## src/sarps_defines.svh

```systemverilog
`ifndef SARPS_DEFINES_SVH
`define SARPS_DEFINES_SVH

// ****************************************************************
// Register map.
// ****************************************************************
`define SARPS_ADDR_W 8
`define SARPS_OFF_CTRL 8'h00
`define SARPS_OFF_STATUS 8'h04
`define SARPS_OFF_RESULT 8'h08
`define SARPS_OFF_INT_STAT 8'h0c
`define SARPS_OFF_INT_MASK 8'h10

// ****************************************************************
// Field positions and reset values.
// ****************************************************************
`define SARPS_CTRL_ENABLE 0
`define SARPS_CTRL_RESET 1'b1
`define SARPS_INT_W 3
`define SARPS_INT_DONE 0
`define SARPS_INT_READ 1
`define SARPS_INT_IGNORED 2
`define SARPS_INT_MASK_RESET 3'h0
`define SARPS_STAT_STATE_LSB 0
`define SARPS_STAT_SHUTDOWN 4
`define SARPS_STAT_REF_ON 5
`define SARPS_STAT_POWERED 6
`define SARPS_STAT_EOC 7

// ****************************************************************
// Timing.
// ****************************************************************
`define SARPS_CLK_PERIOD_NS 10
`define SARPS_CONV_TIME_NS 4700
`define SARPS_CONV_CYCLES (`SARPS_CONV_TIME_NS / `SARPS_CLK_PERIOD_NS)
`define SARPS_RES_BITS 16
`define SARPS_BIT_CYCLES ((`SARPS_CONV_CYCLES - 6) / (`SARPS_RES_BITS + 1))
`define SARPS_TICK_W 5

`endif

```

## src/sarps_pkg.sv

```systemverilog
package sarps_pkg;

    // Sequencer states, Gray coded from IDLE to READ; the return from READ to IDLE flips two bits.
    typedef enum logic [2:0] {
        ST_IDLE = 3'h0,
        ST_ACQ = 3'h1,
        ST_CONV = 3'h3,
        ST_DONE = 3'h2,
        ST_READ = 3'h6
    } sarps_state_e;

endpackage

```

## src/sarps_sync.sv

```systemverilog
`timescale 1ns/1ns

module sarps_sync #(
    parameter int WIDTH = 4
) (
    input wire logic pclk, // Clock.
    input wire logic presetn, // Asynchronous reset, active low.
    input wire logic [WIDTH-1:0] async_in, // Signals from outside the clock domain.
    output logic [WIDTH-1:0] sync_out // Synchronised copies.
);

    logic [WIDTH-1:0] meta;

    // Two flip-flops per bit; only the second stage is read outside.
    genvar i;
    generate
        for (i = 0; i < WIDTH; i++) begin : g_bit
            always_ff @(posedge pclk or negedge presetn) begin
                if (!presetn) begin
                    meta[i] <= 1'b1;
                    sync_out[i] <= 1'b1;
                end else begin
                    meta[i] <= async_in[i];
                    sync_out[i] <= meta[i];
                end
            end
        end
    endgenerate

endmodule

```

## src/sarps_sar.sv

```systemverilog
`timescale 1ns/1ns
`include "sarps_defines.svh"

module sarps_sar (
    input wire logic pclk, // Clock.
    input wire logic presetn, // Asynchronous reset, active low.
    input wire logic start, // One-cycle pulse that begins a conversion.
    input wire logic comp_in, // Synchronised comparator, high when input exceeds trial.
    output logic busy, // High while a conversion runs.
    output logic done, // One-cycle pulse when the result is final.
    output logic [15:0] result, // Final conversion code.
    output logic [15:0] trial // Trial code driven to the capacitive DAC.
);

    localparam logic [4:0] BIT_LAST = 5'(`SARPS_BIT_CYCLES - 1);

    logic [4:0] tick;
    logic [3:0] bit_idx;

    // Decision for the bit under test, and the trial for the next bit.
    wire tick_end = busy && (tick == BIT_LAST);
    wire [15:0] bit_mask = 16'h0001 << bit_idx;
    wire [15:0] kept = comp_in ? trial : (trial & ~bit_mask);
    wire [15:0] next_trial = kept | (bit_mask >> 1);

    // Each bit gets a fixed settle slot so the whole conversion stays
    // inside the maximum conversion time, with margin for the sync delay.
    always_ff @(posedge pclk or negedge presetn) begin
        if (!presetn) begin
            busy <= 1'b0;
            done <= 1'b0;
            tick <= 5'h00;
            bit_idx <= 4'h0;
            trial <= 16'h0000;
            result <= 16'h0000;
        end else begin
            done <= 1'b0;
            if (start) begin
                busy <= 1'b1;
                tick <= 5'h00;
                bit_idx <= 4'hf;
                trial <= 16'h8000;
            end else if (tick_end) begin
                tick <= 5'h00;
                trial <= next_trial;
                if (bit_idx == 4'h0) begin
                    busy <= 1'b0;
                    done <= 1'b1;
                    result <= kept;
                end else begin
                    bit_idx <= bit_idx - 4'h1;
                end
            end else if (busy) begin
                tick <= tick + 5'h01;
            end
        end
    end

endmodule

```

## src/sarps_seq.sv

```systemverilog
`timescale 1ns/1ns
`include "sarps_defines.svh"

// Behaviour
// - Drive conversion-done low once the result is ready to read.
// - Present the 16-bit result over a byte-wide bus, two halves multiplexed.
// - High-byte select 1 shows the upper byte, 0 the lower byte.
// - Bit 0 of the lower byte is the LSB, result bit 15 the MSB.
// - First strobe fall with select low powers up and starts acquisition.
// - Second strobe fall holds the sample and begins conversion.
// - Third strobe fall with select high puts the result on the bus.
// - Select at second fall picks standby or shutdown after conversion.
// - Select high at second fall means shutdown, low means standby.
// - Conversion clock is generated internally, none comes from the host.
// - Conversion-done asserts within 4.7 us of the second strobe fall.
// - Bus is high-impedance in acquisition, conversion, and after strobe rises.
// - A first strobe fall with select high is ignored.
module sarps_seq (
    input wire logic pclk, // Clock, 100 MHz.
    input wire logic presetn, // Asynchronous reset, active low.
    input wire logic [31:0] paddr, // APB address.
    input wire logic psel, // APB select.
    input wire logic penable, // APB enable.
    input wire logic pwrite, // APB direction, high for write.
    input wire logic [31:0] pwdata, // APB write data.
    output logic [31:0] prdata, // APB read data.
    output logic pready, // APB ready.
    output logic pslverr, // APB error on unmapped address.
    input wire logic strobe_n, // Convert strobe pin, active low.
    input wire logic read_convert, // Read/convert select pin.
    input wire logic high_byte_select, // High-byte select pin.
    input wire logic comp_in, // Comparator from the analog front end.
    output logic eoc_n, // Conversion-done, active low.
    output logic [7:0] data_out, // Byte-wide result bus, bit 0 is data_out_bit0_bit8.
    output logic data_oe_n, // Bus output enable, low while driving.
    output logic [15:0] dac_code, // Trial code to the capacitive DAC.
    output logic hold, // High while the track-and-hold switches are open.
    output logic core_on, // Converter core powered.
    output logic ref_on, // Reference and buffer powered.
    output logic irq // Level interrupt.
);

    // ****************************************************************
    // Pin synchronisation and strobe edge detection.
    // ****************************************************************

    logic [3:0] pins_s;
    logic strobe_prev;

    // Pins are asynchronous to pclk; two flops per pin keep a
    // metastable first stage away from the sequencer. The cost is
    // a fixed lag that the host sees on every pin.
    sarps_sync #(.WIDTH(4)) u_sync (
        .pclk(pclk),
        .presetn(presetn),
        .async_in({comp_in, high_byte_select, read_convert, strobe_n}),
        .sync_out(pins_s)
    );

    // Bundle order: strobe, select, byte select, comparator.
    wire strobe_s = pins_s[0];
    wire rc_s = pins_s[1];
    wire hbs_s = pins_s[2];
    wire comp_s = pins_s[3];

    // Resetting high, the strobe's idle level, keeps the release
    // of reset from looking like a falling edge.
    // Edge memory, fed only from the second sync stage.
    always_ff @(posedge pclk or negedge presetn) begin
        if (!presetn) begin
            strobe_prev <= 1'b1;
        end else begin
            strobe_prev <= strobe_s;
        end
    end

    // One-cycle pulses, two cycles after the pin moves.
    wire strobe_fall = strobe_prev && !strobe_s;
    wire strobe_rise = !strobe_prev && strobe_s;

    // ****************************************************************
    // Successive-approximation engine on the internal clock.
    // ****************************************************************

    logic sar_done;
    logic [15:0] sar_result;
    logic sar_start;

    // Start and done are one-cycle pulses; in between the engine
    // owns dac_code. Its slot is a fixed count, so the conversion
    // time scales with the pclk period.
    // The bit timing is derived from pclk here; the host supplies no clock.
    sarps_sar u_sar (
        .pclk(pclk),
        .presetn(presetn),
        .start(sar_start),
        .comp_in(comp_s),
        .busy(),
        .done(sar_done),
        .result(sar_result),
        .trial(dac_code)
    );

    // ****************************************************************
    // Registers.
    // ****************************************************************

    // enable gates only a new first edge, never a running cycle.
    // shutdown holds the mode picked at the second edge.
    // result keeps the last code until the next conversion ends.
    sarps_pkg::sarps_state_e state;
    sarps_pkg::sarps_state_e next_state;
    logic enable;
    logic shutdown;
    logic [15:0] result;
    logic [`SARPS_INT_W-1:0] int_stat;
    logic [`SARPS_INT_W-1:0] int_mask;

    // ****************************************************************
    // Sequencer.
    // ****************************************************************

    // Every edge is qualified by the state, so a fall that fits
    // no state is dropped and never advances the cycle.
    // A first fall with select high is flagged, not acted upon.
    // Edge meaning depends on the state; the select level is taken with the edge.
    wire first_ok = (state == sarps_pkg::ST_IDLE) && strobe_fall && !rc_s && enable;
    wire first_bad = (state == sarps_pkg::ST_IDLE) && strobe_fall && rc_s;
    wire second = (state == sarps_pkg::ST_ACQ) && strobe_fall;
    wire third = (state == sarps_pkg::ST_DONE) && strobe_fall && rc_s;
    wire conv_edge = (state == sarps_pkg::ST_CONV) && strobe_fall;
    wire read_end = (state == sarps_pkg::ST_READ) && strobe_rise;

    // Conversion starts on the edge that opens the switches.
    assign sar_start = second;

    // next_state also steers the bus flops, so the bus turns on
    // in the same cycle as the read state.
    // A strobe fall in CONV matches no transition, so the state stays put.
    always_comb begin
        next_state = state;
        case (state)
            sarps_pkg::ST_IDLE: begin
                if (first_ok) begin
                    next_state = sarps_pkg::ST_ACQ;
                end
            end
            sarps_pkg::ST_ACQ: begin
                if (second) begin
                    next_state = sarps_pkg::ST_CONV;
                end
            end
            sarps_pkg::ST_CONV: begin
                if (sar_done) begin
                    next_state = sarps_pkg::ST_DONE;
                end
            end
            sarps_pkg::ST_DONE: begin
                if (third) begin
                    next_state = sarps_pkg::ST_READ;
                end
            end
            sarps_pkg::ST_READ: begin
                if (read_end) begin
                    next_state = sarps_pkg::ST_IDLE;
                end
            end
            default: begin
                next_state = sarps_pkg::ST_IDLE;
            end
        endcase
    end

    // State register.
    always_ff @(posedge pclk or negedge presetn) begin
        if (!presetn) begin
            state <= sarps_pkg::ST_IDLE;
        end else begin
            state <= next_state;
        end
    end

    // Power-mode choice is latched at the second edge and applied at the end.
    // The choice is the select level seen with the second fall.
    // core_on always drops after a conversion; only the
    // reference follows the standby or shutdown choice.
    wire next_shutdown = second ? rc_s : shutdown;
    wire next_core_on = first_ok ? 1'b1 : (sar_done ? 1'b0 : core_on);
    wire next_ref_on = first_ok ? 1'b1 : (sar_done ? !shutdown : ref_on);
    wire next_hold = second ? 1'b1 : (sar_done ? 1'b0 : hold);

    // Conversion-done falls with the result and rises when the read ends.
    // A new cycle starts only from idle, so it cannot start while a result is unread.
    wire next_eoc_n = sar_done ? 1'b0 : ((read_end || first_ok) ? 1'b1 : eoc_n);

    // Result stored once, bit 0 is the LSB and bit 15 the MSB.
    // It moves only on done, so a read never sees it change.
    wire [15:0] next_result = sar_done ? sar_result : result;

    // Byte steering follows the select live while the bus is driven.
    // The byte select is synchronised like the strobe, so a new
    // byte shows about three cycles after the pin moves.
    wire [7:0] byte_sel = hbs_s ? result[15:8] : result[7:0];
    wire driving = (next_state == sarps_pkg::ST_READ);
    // A released bus reads zero, never a stale byte.
    wire [7:0] next_data_out = driving ? byte_sel : 8'h00;

    // Pin-side outputs are flops, so no decode glitch escapes.
    always_ff @(posedge pclk or negedge presetn) begin
        if (!presetn) begin
            shutdown <= 1'b0;
            core_on <= 1'b0;
            ref_on <= 1'b0;
            hold <= 1'b0;
            eoc_n <= 1'b1;
            result <= 16'h0000;
            data_out <= 8'h00;
            data_oe_n <= 1'b1;
        end else begin
            shutdown <= next_shutdown;
            core_on <= next_core_on;
            ref_on <= next_ref_on;
            hold <= next_hold;
            eoc_n <= next_eoc_n;
            result <= next_result;
            data_out <= next_data_out;
            data_oe_n <= !driving;
        end
    end

    // ****************************************************************
    // Interrupt status and mask.
    // ****************************************************************

    // Flags: done, read finished, ignored fall.
    // Any unmasked flag holds the interrupt high.
    wire [`SARPS_INT_W-1:0] int_set = {first_bad || conv_edge, read_end, sar_done};
    // Writes land on the edge that ends the access, with pready high.
    wire wr_access = psel && penable && pwrite && pready;
    // Only the low address byte is decoded; higher bits alias.
    wire [7:0] addr = paddr[7:0];
    wire hit_ctrl = (addr == `SARPS_OFF_CTRL);
    wire hit_status = (addr == `SARPS_OFF_STATUS);
    wire hit_result = (addr == `SARPS_OFF_RESULT);
    wire hit_istat = (addr == `SARPS_OFF_INT_STAT);
    wire hit_imask = (addr == `SARPS_OFF_INT_MASK);
    // hit_any drives pslverr; an unmapped write changes nothing.
    wire hit_any = hit_ctrl || hit_status || hit_result || hit_istat || hit_imask;
    // A zero bit in the write data leaves that flag alone.
    wire [`SARPS_INT_W-1:0] int_clr = (wr_access && hit_istat) ? pwdata[`SARPS_INT_W-1:0] : '0;

    // A new event outweighs a write-one-to-clear in the same cycle.
    wire [`SARPS_INT_W-1:0] next_int_stat = (int_stat & ~int_clr) | int_set;
    wire [`SARPS_INT_W-1:0] next_int_mask =
        (wr_access && hit_imask) ? pwdata[`SARPS_INT_W-1:0] : int_mask;
    // Clearing enable blocks new cycles but aborts none.
    wire next_enable = (wr_access && hit_ctrl) ? pwdata[`SARPS_CTRL_ENABLE] : enable;

    // irq reads the next values so it moves with the flags.
    always_ff @(posedge pclk or negedge presetn) begin
        if (!presetn) begin
            int_stat <= '0;
            int_mask <= `SARPS_INT_MASK_RESET;
            enable <= `SARPS_CTRL_RESET;
            irq <= 1'b0;
        end else begin
            int_stat <= next_int_stat;
            int_mask <= next_int_mask;
            enable <= next_enable;
            irq <= |(next_int_stat & next_int_mask);
        end
    end

    // ****************************************************************
    // APB slave, one wait state on every access.
    // ****************************************************************

    // An unmapped address reads zero and raises pslverr.
    // Reads are assembled from live state so status shows the block as it runs.
    wire [31:0] status_word = {24'h0, !eoc_n, core_on, ref_on, shutdown, 1'b0, state};
    // Fields sit in the low bits; the rest reads zero.
    wire [31:0] rd_word =
        hit_ctrl ? {31'h0, enable} :
        hit_status ? status_word :
        hit_result ? {16'h0, result} :
        hit_istat ? {29'h0, int_stat} :
        hit_imask ? {29'h0, int_mask} : 32'h0;
    // An access is taken once, in its first access cycle.
    wire access = psel && penable && !pready;

    // The registered ready costs a cycle but keeps every output off a gate.
    // prdata is zero outside the answer cycle, so stale data
    // never lingers on the bus.
    always_ff @(posedge pclk or negedge presetn) begin
        if (!presetn) begin
            pready <= 1'b0;
            pslverr <= 1'b0;
            prdata <= 32'h0;
        end else begin
            pready <= access;
            pslverr <= access && !hit_any;
            prdata <= (access && !pwrite) ? rd_word : 32'h0;
        end
    end

endmodule

```

## config.mk

```make
export PLATFORM = sky130hd
export DESIGN_NAME = sarps_seq
export DESIGN_NICKNAME = d
export VERILOG_FILES = /design/src/sarps_pkg.sv /design/src/sarps_sync.sv /design/src/sarps_sar.sv /design/src/sarps_seq.sv
export VERILOG_INCLUDE_DIRS = /design/src
export SDC_FILE = /design/constraint.sdc
export NUM_CORES = 1
export LEC_CHECK = 0
export ABC_AREA = 1
export BUFFER_PORTS_ARGS = -buffer_cell sky130_fd_sc_hd__clkbuf_2
export CAP_MARGIN = 20
export CORE_ASPECT_RATIO = 2
export CORE_MARGIN = 3
export CORE_UTILIZATION = 56
export DETAILED_ROUTE_END_ITERATION = 10
export PLACE_DENSITY = 0.84
export SYNTH_ARGS = -nofsm -noshare
export SYNTH_HDL_FRONTEND = slang
export SYNTH_SLANG_ARGS = --single-unit
```

## constraint.sdc

```tcl
create_clock -name pclk -period 2.8 [get_ports pclk]
set_input_delay 0.84 -clock pclk [delete_from_list [all_inputs] [get_ports pclk]]
set_output_delay 0.84 -clock pclk [all_outputs]
set_load 0.01 [all_outputs]
```

==> run metrics, run 1 <==
hpwl dp between 7000 and 8000 µm; I/O pin count approximately 140; Syn-to-layout area delta 13.03%; max-slew violation count 0; drt via density between 5 and 6; maxcap violations 0; Power Total around 3.1 mW; largest family of logic cells by synthesized area simple AND/OR/NAND/NOR gates; cells on worst reg2reg path 9; post-synthesis sequential area ratio 56.35%; CTS Buffer Depth 2; Clock Latency Late Sink ~350 ps; hold depth 0; DRC viols 0; row count between 40 and 50; die area 10080 µm²; Placed Cells 711; clock skew 7.424 ps; CTS HTree Levels 3; Worst IR Drop VDD approximately 0.35 mV; fin util between 60% and 70%; Layout Nets around 700; Cells after Synth 559; Final Hold Fails 0; Final Setup Violations 0; Hold WC Path Type flip-flop to flip-flop; Detail Route Antenna Nets 0; initial core utilization 57.31%; CTS root buf clkbuf_16; Leakage slightly below 3 nW; Setup Buffers After CTS 0; startpoint class of the critical path flip-flop; drt first-iter violations approximately 240; Post-Syn Area a little under 5000 µm²; GRT Resource Usage Total between 20 and 25%; Post-Layout Cell Count ~730; post-CTS sizing 0; Die X between 70 and 80 µm; Max FO, Critical Path 12; R2R setup slack about 800 ps; setup TNS 0 ps; period utilization between 70 and 80%; Hold EP u_sync.sync_out[0]; initial antenna violation count 0; Reg-to-Reg End u_sar.bit_idx[2]; count of warnings emitted by yosys 0; FMAX 0.4991 GHz; FF+latch count, synth 111; adder-cell share of the synthesized area approximately 1.8%; pwr dens roughly 560 nW/µm²; GPL Wtd Cong around 0.9; drt pass-1 iters 4; WP data required about 3000 ps; outcome completed; post-synthesis mux area share less than 1%; Post-Syn Area per Cell approximately 9 µm²; fillcell total 726; crit path DAT between 2000 and 2500 ps; reg2reg start strobe_prev; critical path type flip-flop to flip-flop; routed len/inst between 10 and 15 µm; nature of the critical path endpoint flip-flop; RSZ-0062 raised after global routing false; Max-Slew Margin vs Limit between 50% and 60%; core area between 8000 and 9000 µm²; CTS clk-pin slew, worst paths roughly 70 ps; Routed WL ~10000 µm; worst slew pin tran between 600 and 700 ps; PortBufs 67; layout cell share with drive strength beyond 1 18.50%; Post-Synth Simple-Gate Area about a fifth; global-route wire length before repair approximately 17000 µm; largest net degree at the start of global routing about 110; total grt overflow 0; die height between 100 and 150 µm; worst hold margin 358.2 ps; CTS Buf Count 9; ant diodes 0; Netlist cell types 35; hold_sp u_sync.meta[0]; CTS sink count roughly 110; vias in the first global route 3961; minimum clock period 2004 ps; Vias approximately 3.9k; TritonCTS clock tree built; complex-gate fraction of the synthesized area about a tenth; Post-CTS Hold Fix Bufs 0; Post-Synth XOR/XNOR Area less than 1%
## per-stage QoR
step,setup WS (ps),instance area (µm²)
2_1_floorplan,1028,5012
6_report,796.5,5602
3_3_place_gp,676.1,5284
3_5_place_dp,606.4,5284
5_1_grt,605.2,5602
4_1_cts,759.5,5602
## final cells by class
cell class / instances / area (µm²) / area share (%)
sequential: 111 / 2793 / 49.85
clock buffer: 11 / 252.7 / 4.512
clock inverter: 5 / 65.06 / 1.161
tap: 100 / 125.1 / 2.234
timing repair buffer: 70 / 372.9 / 6.656
multi-input combinational: 355 / 1707 / 30.47
inverter: 75 / 286.5 / 5.115
## cells in the final DEF, fill, tap and decap left out, types with 2 or more instances in the layout
cell type / instances
inv_1: 71
clkinvlp_4: 2
a21oi_1: 33
nand3b_1: 2
nand4_1: 3
conb_1: 16
clkbuf_8: 2
dfrtp_1: 99
inv_2: 2
nand2_2: 2
nor2_2: 4
nor3_1: 25
clkbuf_2: 66
nor2_4: 3
o21ai_0: 53
nand3_1: 24
buf_4: 3
dfstp_2: 12
nor2_1: 42
ha_1: 7
o21ai_1: 9
inv_4: 2
nand2_1: 120
clkbuf_16: 9
## worst max-delay path, stage by stage, from the launching register on
cell and delay [ps]:
dfstp_2 510, inv_1 50, nor2_1 210, nand3_2 330
nand2_1 400, nand2_4 110, inv_2 90, nand2_1 60
nand2_1 50, nand3_1 60
## cell usage after synthesis
cell	count	area, µm²
o21ai_0	53	265.3
inv_4	2	12.51
mux2_1	1	11.26
nand4_4	1	21.27
nand2_1	120	450.4
o21ai_1	9	45.04
xor2_1	1	8.760
nor2_4	3	33.78
buf_6	4	45.04
clkbuf_1	7	26.28
nand3_1	24	120.1
dfstp_2	12	315.3
and3_1	1	6.260
buf_4	18	135.1
nand3b_1	2	15.01
inv_2	2	7.510
nor3_1	25	125.1
a21oi_1	33	165.2
ha_1	7	87.58
a22oi_1	1	7.510
nand2_2	2	12.51
nand3_2	1	10.01
nor2_1	42	157.7
nor3_4	1	16.27
inv_1	71	266.5
conb_1	1	3.750
a31oi_1	1	6.260
o21bai_1	1	7.510
and2_1	1	6.260
o31ai_2	1	12.51
nand4_1	3	18.77
nor2_2	4	25.02
dfrtp_1	99	2477
nand2_4	1	11.26
buf_2	4	20.02
## where the power goes
| part | total [mW] | internal [mW] | switching (mW) | leakage [nW] |
|---|---|---|---|---|
| Combinational | 0.141 | 0.0401 | 0.101 | 1.27 |
| Sequential | 1.66 | 1.63 | 0.0286 | 1.48 |
| Clock | 1.32 | 0.750 | 0.573 | 0.150 |
## registers in the layout (all words and copies together), names as in the netlist, 4 cells and up
signal	count
u_sar.tick	5
u_sar.result	16
u_sar.bit_idx	4
u_sync.sync_out	4
u_sar.trial	16
data_out	8
u_sync.meta	4
result	16
prdata	16
## kinds of logic (layout without fill, tap and decap cells)
logic type                 after synthesis  after routing
adders and majority gates                7              7
buffers and inverters                  108            161
and+or+nand+nor                        231            231
xor gates and xnor gates                 1              1
DFF                                    111            111
other                                    1             16
AOI/OAI and AO/OA                       99             99
muxes                                    1              1
## layer usage
metal / GRT usage (%) / vias to the layer above / wire length (µm) / share of wire [%]
li1: - / 1875 / - / -
met1: 22.59 / 1864 / 3715 / 36
met2: 40.28 / 97 / 5974 / 57
met3: 4.209 / 28 / 378 / 3.6
met4: 10.60 / 0 / 367 / 3.5
met5: 0 / - / 0 / 0
## worst max path at each step
stage	endpoint	cells after the start	slack, ps	start
after floorplan	irq	10	1030	paddr[0]
after CTS	u_sar.result[0]	9	760	u_sar.bit_idx[0]
after global routing	u_sar.result[15]	9	610	u_sar.bit_idx[0]
after global placement	prdata[1]	8	680	paddr[7]
after detailed placement	prdata[1]	8	610	paddr[7]
final	u_sar.bit_idx[2]	9	800	strobe_prev
Power figures use the tool's default switching activity.
==> inputs of run 2 (changes only) <==
- CORE_UTILIZATION: 56 -> 47
- PLACE_DENSITY: 0.84 -> 0.75
- clock period: 2.8 -> 1.7 ns (I/O delays scaled with it)
==> run 2 against run 1 <==
Effect of this change: first-iteration DRC count grew 9.5%; setup slack lost 750 ps; hold slack worse by 340 ps; power grew 73%; critical path depth did not move; clock power up 84%; register-to-register slack worse by 750 ps; non-clock buffer count grew 18; die area grew 18%; clock skew increased by 1.1 ps; maximum frequency is 21% higher.
==> run metrics, run 2 (synthesized netlist as in run 1, its figures left out) <==
CTS root buf clkbuf_16; Leakage 3.029 nW; final instance area 5874 µm²; initial core utilization about 49%; outcome completed; Post-DP Area roughly 5500 µm²; Die X slightly below 80 µm; Clock Latency Late Sink roughly 350 ps; drt pass-1 iters 4; clock skew 8.506 ps; Worst IR Drop VDD around 0.51 mV; TritonCTS clock tree built; Layout Nets between 700 and 800; Multi-input gate area 1735 µm²; CTS Buffer Depth 2; Routed WL 10210 µm; die area ~12000 µm²; Detail Route Antenna Nets 0; crit path DAT about 2000 ps; M3 GR Usage 2.798%; CTS clk-pin slew, worst paths approximately 70 ps; critical path's top delay family simple AND/OR/NAND/NOR gates; period utilization a little under 100%; Final Hold Fails 0; startpoint class of the critical path flip-flop; PortBufs 67; maxcap violations 0; initial antenna violation count 0; grt met2 use between 30 and 40%; FMAX 0.6033 GHz; crit-path max cell delay 410 ps; die height 151.2 µm; GRT busiest layer met2; nature of the critical path endpoint flip-flop; fillcell total 917; RSZ-0062 raised after global routing true; vias in the first global route between 3k and 4k; max-slew violation count 0; ant diodes 0; layout cell share with drive strength beyond 1 about 22%; largest net degree at the start of global routing between 40 and 50; DRC viols 0; routed len/inst about 13 µm; buffers plus inverters on the worst setup path 3; Max FO, Critical Path 6; row count 52; drt first-iter violations ~270; CTS HTree Levels 3; setup TNS 0 ps; CTS Buf Count 9; total grt overflow 0; Setup WS pre-CTS -39.13 ps; drt via density just under 5; minimum clock period about 1700 ps; Final WS setup 42.58 ps; GPL Wtd Cong about 0.90; pwr dens 921.8 nW/µm²; critical path type flip-flop to flip-flop; Syn-to-layout area delta 18.53%; CTS sink count 111; GRT Resource Usage Total between 10% and 20%; register area 2793 µm²; global-route met1 utilization 17.71%; Vias around 3.8k; I/O pin count between 100 and 150; hpwl dp 7751 µm; global-route wire length before repair between 15000 and 20000 µm; core area ~10000 µm²; critical path cell sequence inv_2 -> ha_4 -> inv_2 -> nor3_4 -> nand2_2 -> nor2_4 -> buf_2 -> nand2_1 -> nand2_1; Final Setup Violations 0; CP max-delay cell dfrtp_1; commonest non-fill, non-tap cells in the layout 119 x nand2_1, 99 x dfrtp_1, 68 x inv_1, 66 x clkbuf_2, 52 x o21ai_0; commonest non-fill, non-tap cell in the layout nand2_1; WP data required ~2000 ps; Hold WC Path Type input port to asynchronous set/reset pin; Power Total 5.415 mW
run 2: repair_timing:
item,CTS,global route
resized for setup,0,12
setup endpoints to repair,0,36
hold buffers,0,0
setup buffers,0,1
run 2: metal layers:
metal	share of wire [%]	up-vias	routed length, µm
met5	0	-	0
met4	3.5	0	358
met3	4.1	29	423
met2	57	94	5821
met1	35	1806	3608
li1	-	1914	-
run 2: path summary, 6_finish.rpt:
check                            startpoint  depth (start not counted)                 end  slack, ps
hold reg to reg              u_sync.meta[1]                          0  u_sync.sync_out[1]        360
min in group pclk          high_byte_select                          1      u_sync.meta[2]        240
setup reg to reg           u_sar.bit_idx[0]                          9     u_sar.result[5]         40
hold / removal                      presetn                          1          prdata[10]         20
setup / recovery           u_sar.bit_idx[0]                          9     u_sar.result[5]         40
max in group asynchronous           presetn                          2      u_sync.meta[1]       1140
run 2: power by group:
part           internal, mW  switching, mW  total, mW
registers              2.69         0.0443       2.73
logic                0.0832          0.172      0.255
clock network          1.49          0.938       2.43
run 2: metrics by stage:
stage,std cells,utilization [%],hold WS [ps]
CTS,778,57.04,16.14
global placement,762,53.58,345.5
finish,780,57.51,15.88
floorplan,574,-,214.4
detailed placement,762,53.58,346.8
global route,780,57.51,25.34
run 2: layout make-up:
class                   instances  share of cell area (%)
multi-input cells             355                   29.54
flip-flops and latches        111                   47.54
well taps                     135                   2.875
clock inverters                 6                   1.960
inverters                      75                   4.920
repair buffers                 88                   9.095
clock buffers                  10                   4.068
==> inputs of run 3 (changes only) <==
- CORE_ASPECT_RATIO: 2 -> 1.75
==> run 3 against run 2 <==
Effect of this change: register-to-register slack barely moved; global-route usage rose by 0.49 points; via count rose by 0.86%; critical path depth rose by 1; maximum frequency fell by 0.88%; flip-flop and latch count did not move; clock skew barely moved; first-iteration DRC count fell by 15%; largest power group unchanged; highest routed layer unchanged.
==> run metrics, run 3 (synthesized netlist as in run 1, its figures left out) <==
Max FO, Critical Path 5; nature of the critical path endpoint flip-flop; FMAX 0.5980 GHz; RSZ-0062 raised after global routing true; reg2reg start u_sar.bit_idx[1]; minimum clock period 1672 ps; R2R setup slack 30 ps; PortBufs 67; Final Setup Violations 0; ant diodes 0; maxcap violations 0; startpoint class of the critical path flip-flop; Final Hold Fails 0; routed len/inst about 14 µm; fillcell total a little under 900; Detail Route Antenna Nets 0; Routed WL 10550 µm; core area a little over 10000 µm²; row count ~50; Worst IR Drop VDD around 0.66 mV; worst hold margin 65.82 ps; max-slew violation count 0; cells on worst reg2reg path 10; CTS HTree Levels 3; global-route wire length before repair around 18000 µm; CTS Buf Count 9; clock skew ~8.4 ps; critical path type flip-flop to flip-flop; CTS root buf clkbuf_16; Leakage slightly above 3 nW; Post-CTS Hold Fix Bufs 0; Final WS setup 27.79 ps; Setup crit end u_sar.result[0]; GRT Resource Usage Total 18.45%; period utilization 98.37%; Die X 83.63 µm; hpwl dp around 7800 µm; Reg-to-Reg End u_sar.result[0]; GPL Wtd Cong ~0.84; Syn-to-layout area delta 19.57%; CTS clk-pin slew, worst paths 70 ps; layout cell share with drive strength beyond 1 between 20% and 30%; die area 11860 µm²; Hold WC Path Type input port to asynchronous set/reset pin; I/O pin count about 140; critical path startpoint u_sar.bit_idx[1]; WP data required slightly below 2000 ps; drt via density 4.982; die height roughly 140 µm; Power Total between 5 and 6 mW; initial antenna violation count 0; pwr dens roughly 890 nW/µm²; setup TNS 0 ps; drt first-iter violations roughly 230; Setup WS pre-CTS -18.58 ps; outcome completed; drt pass-1 iters 5; CTS sink count 111; initial core utilization slightly below 50%; crit path DAT between 1500 and 2000 ps; commonest non-fill, non-tap cells in the layout 110 x nand2_1, 99 x dfrtp_1, 68 x inv_1, 66 x clkbuf_2, 50 x o21ai_0; CTS Buffer Depth 2; DRC viols 0; total grt overflow 0; vias in the first global route 3868; largest net degree at the start of global routing 36; Layout Nets between 700 and 800; TritonCTS clock tree built; Clock Latency Late Sink approximately 350 ps; Vias about 3.9k; fin util 57.53%; commonest non-fill, non-tap cell in the layout nand2_1
-- run 3: changes by cell type in the layout (fill, tap and decap cells not counted), sizes merged --
cell and delta:
bufinv -1, inv +2, clkinvlp +1, buf +4
-- run 3: worst min-delay path by stage --
stage | startpoint | to | slack (ps)
after floorplan | presetn | core_on | 210
after global placement | u_sync.meta[2] | u_sync.sync_out[2] | 350
after detailed placement | u_sync.meta[0] | u_sync.sync_out[0] | 350
after CTS | presetn | prdata[8] | 70
after global routing | presetn | prdata[8] | 90
final | presetn | prdata[8] | 70
-- run 3: power breakdown --
group          internal [mW]  switching [mW]
logic                 0.0832           0.173
clock network           1.34           0.941
registers               2.69          0.0441
-- run 3: critical path: stages, from the launching register on --
cell and delay (ps):
dfrtp_1 400, inv_2 100, ha_4 150, inv_4 40, nor3_4 240, nand2_2 110, nor2_4 190, buf_12 140
inv_8 40, nand2_1 60, o21ai_0 70
-- run 3: repair_timing --
action                     CTS  global route
setup endpoints to repair    0            38
gates resized for setup      0            32
buffers inserted             0             6
-- run 3: stage by stage --
stage	cells	instance area, µm²
6_report	778	5926
5_1_grt	778	5926
4_1_cts	770	5782
3_5_place_dp	754	5450
3_3_place_gp	754	5450
2_1_floorplan	574	5012
-- run 3: layout make-up --
type | instances | area, µm² | share of cell area, %
timing repair inverter | 2 | 15.01 | 0.2534
clock buffer | 10 | 239.0 | 4.033
sequential | 111 | 2793 | 47.13
multi-input combinational | 355 | 1759 | 29.69
timing repair buffer | 92 | 574.3 | 9.692
inverter | 75 | 294.0 | 4.962
tap | 127 | 158.9 | 2.682
clock inverter | 6 | 92.59 | 1.563
-- run 3: metal layers --
metal	share of wire [%]	track usage, %	vias to the layer above
li1	-	-	1918
met2	57	34.58	99
met1	37	20.04	1843
met4	2.3	7.881	0
met5	0	0	-
met3	4.4	3.428	16
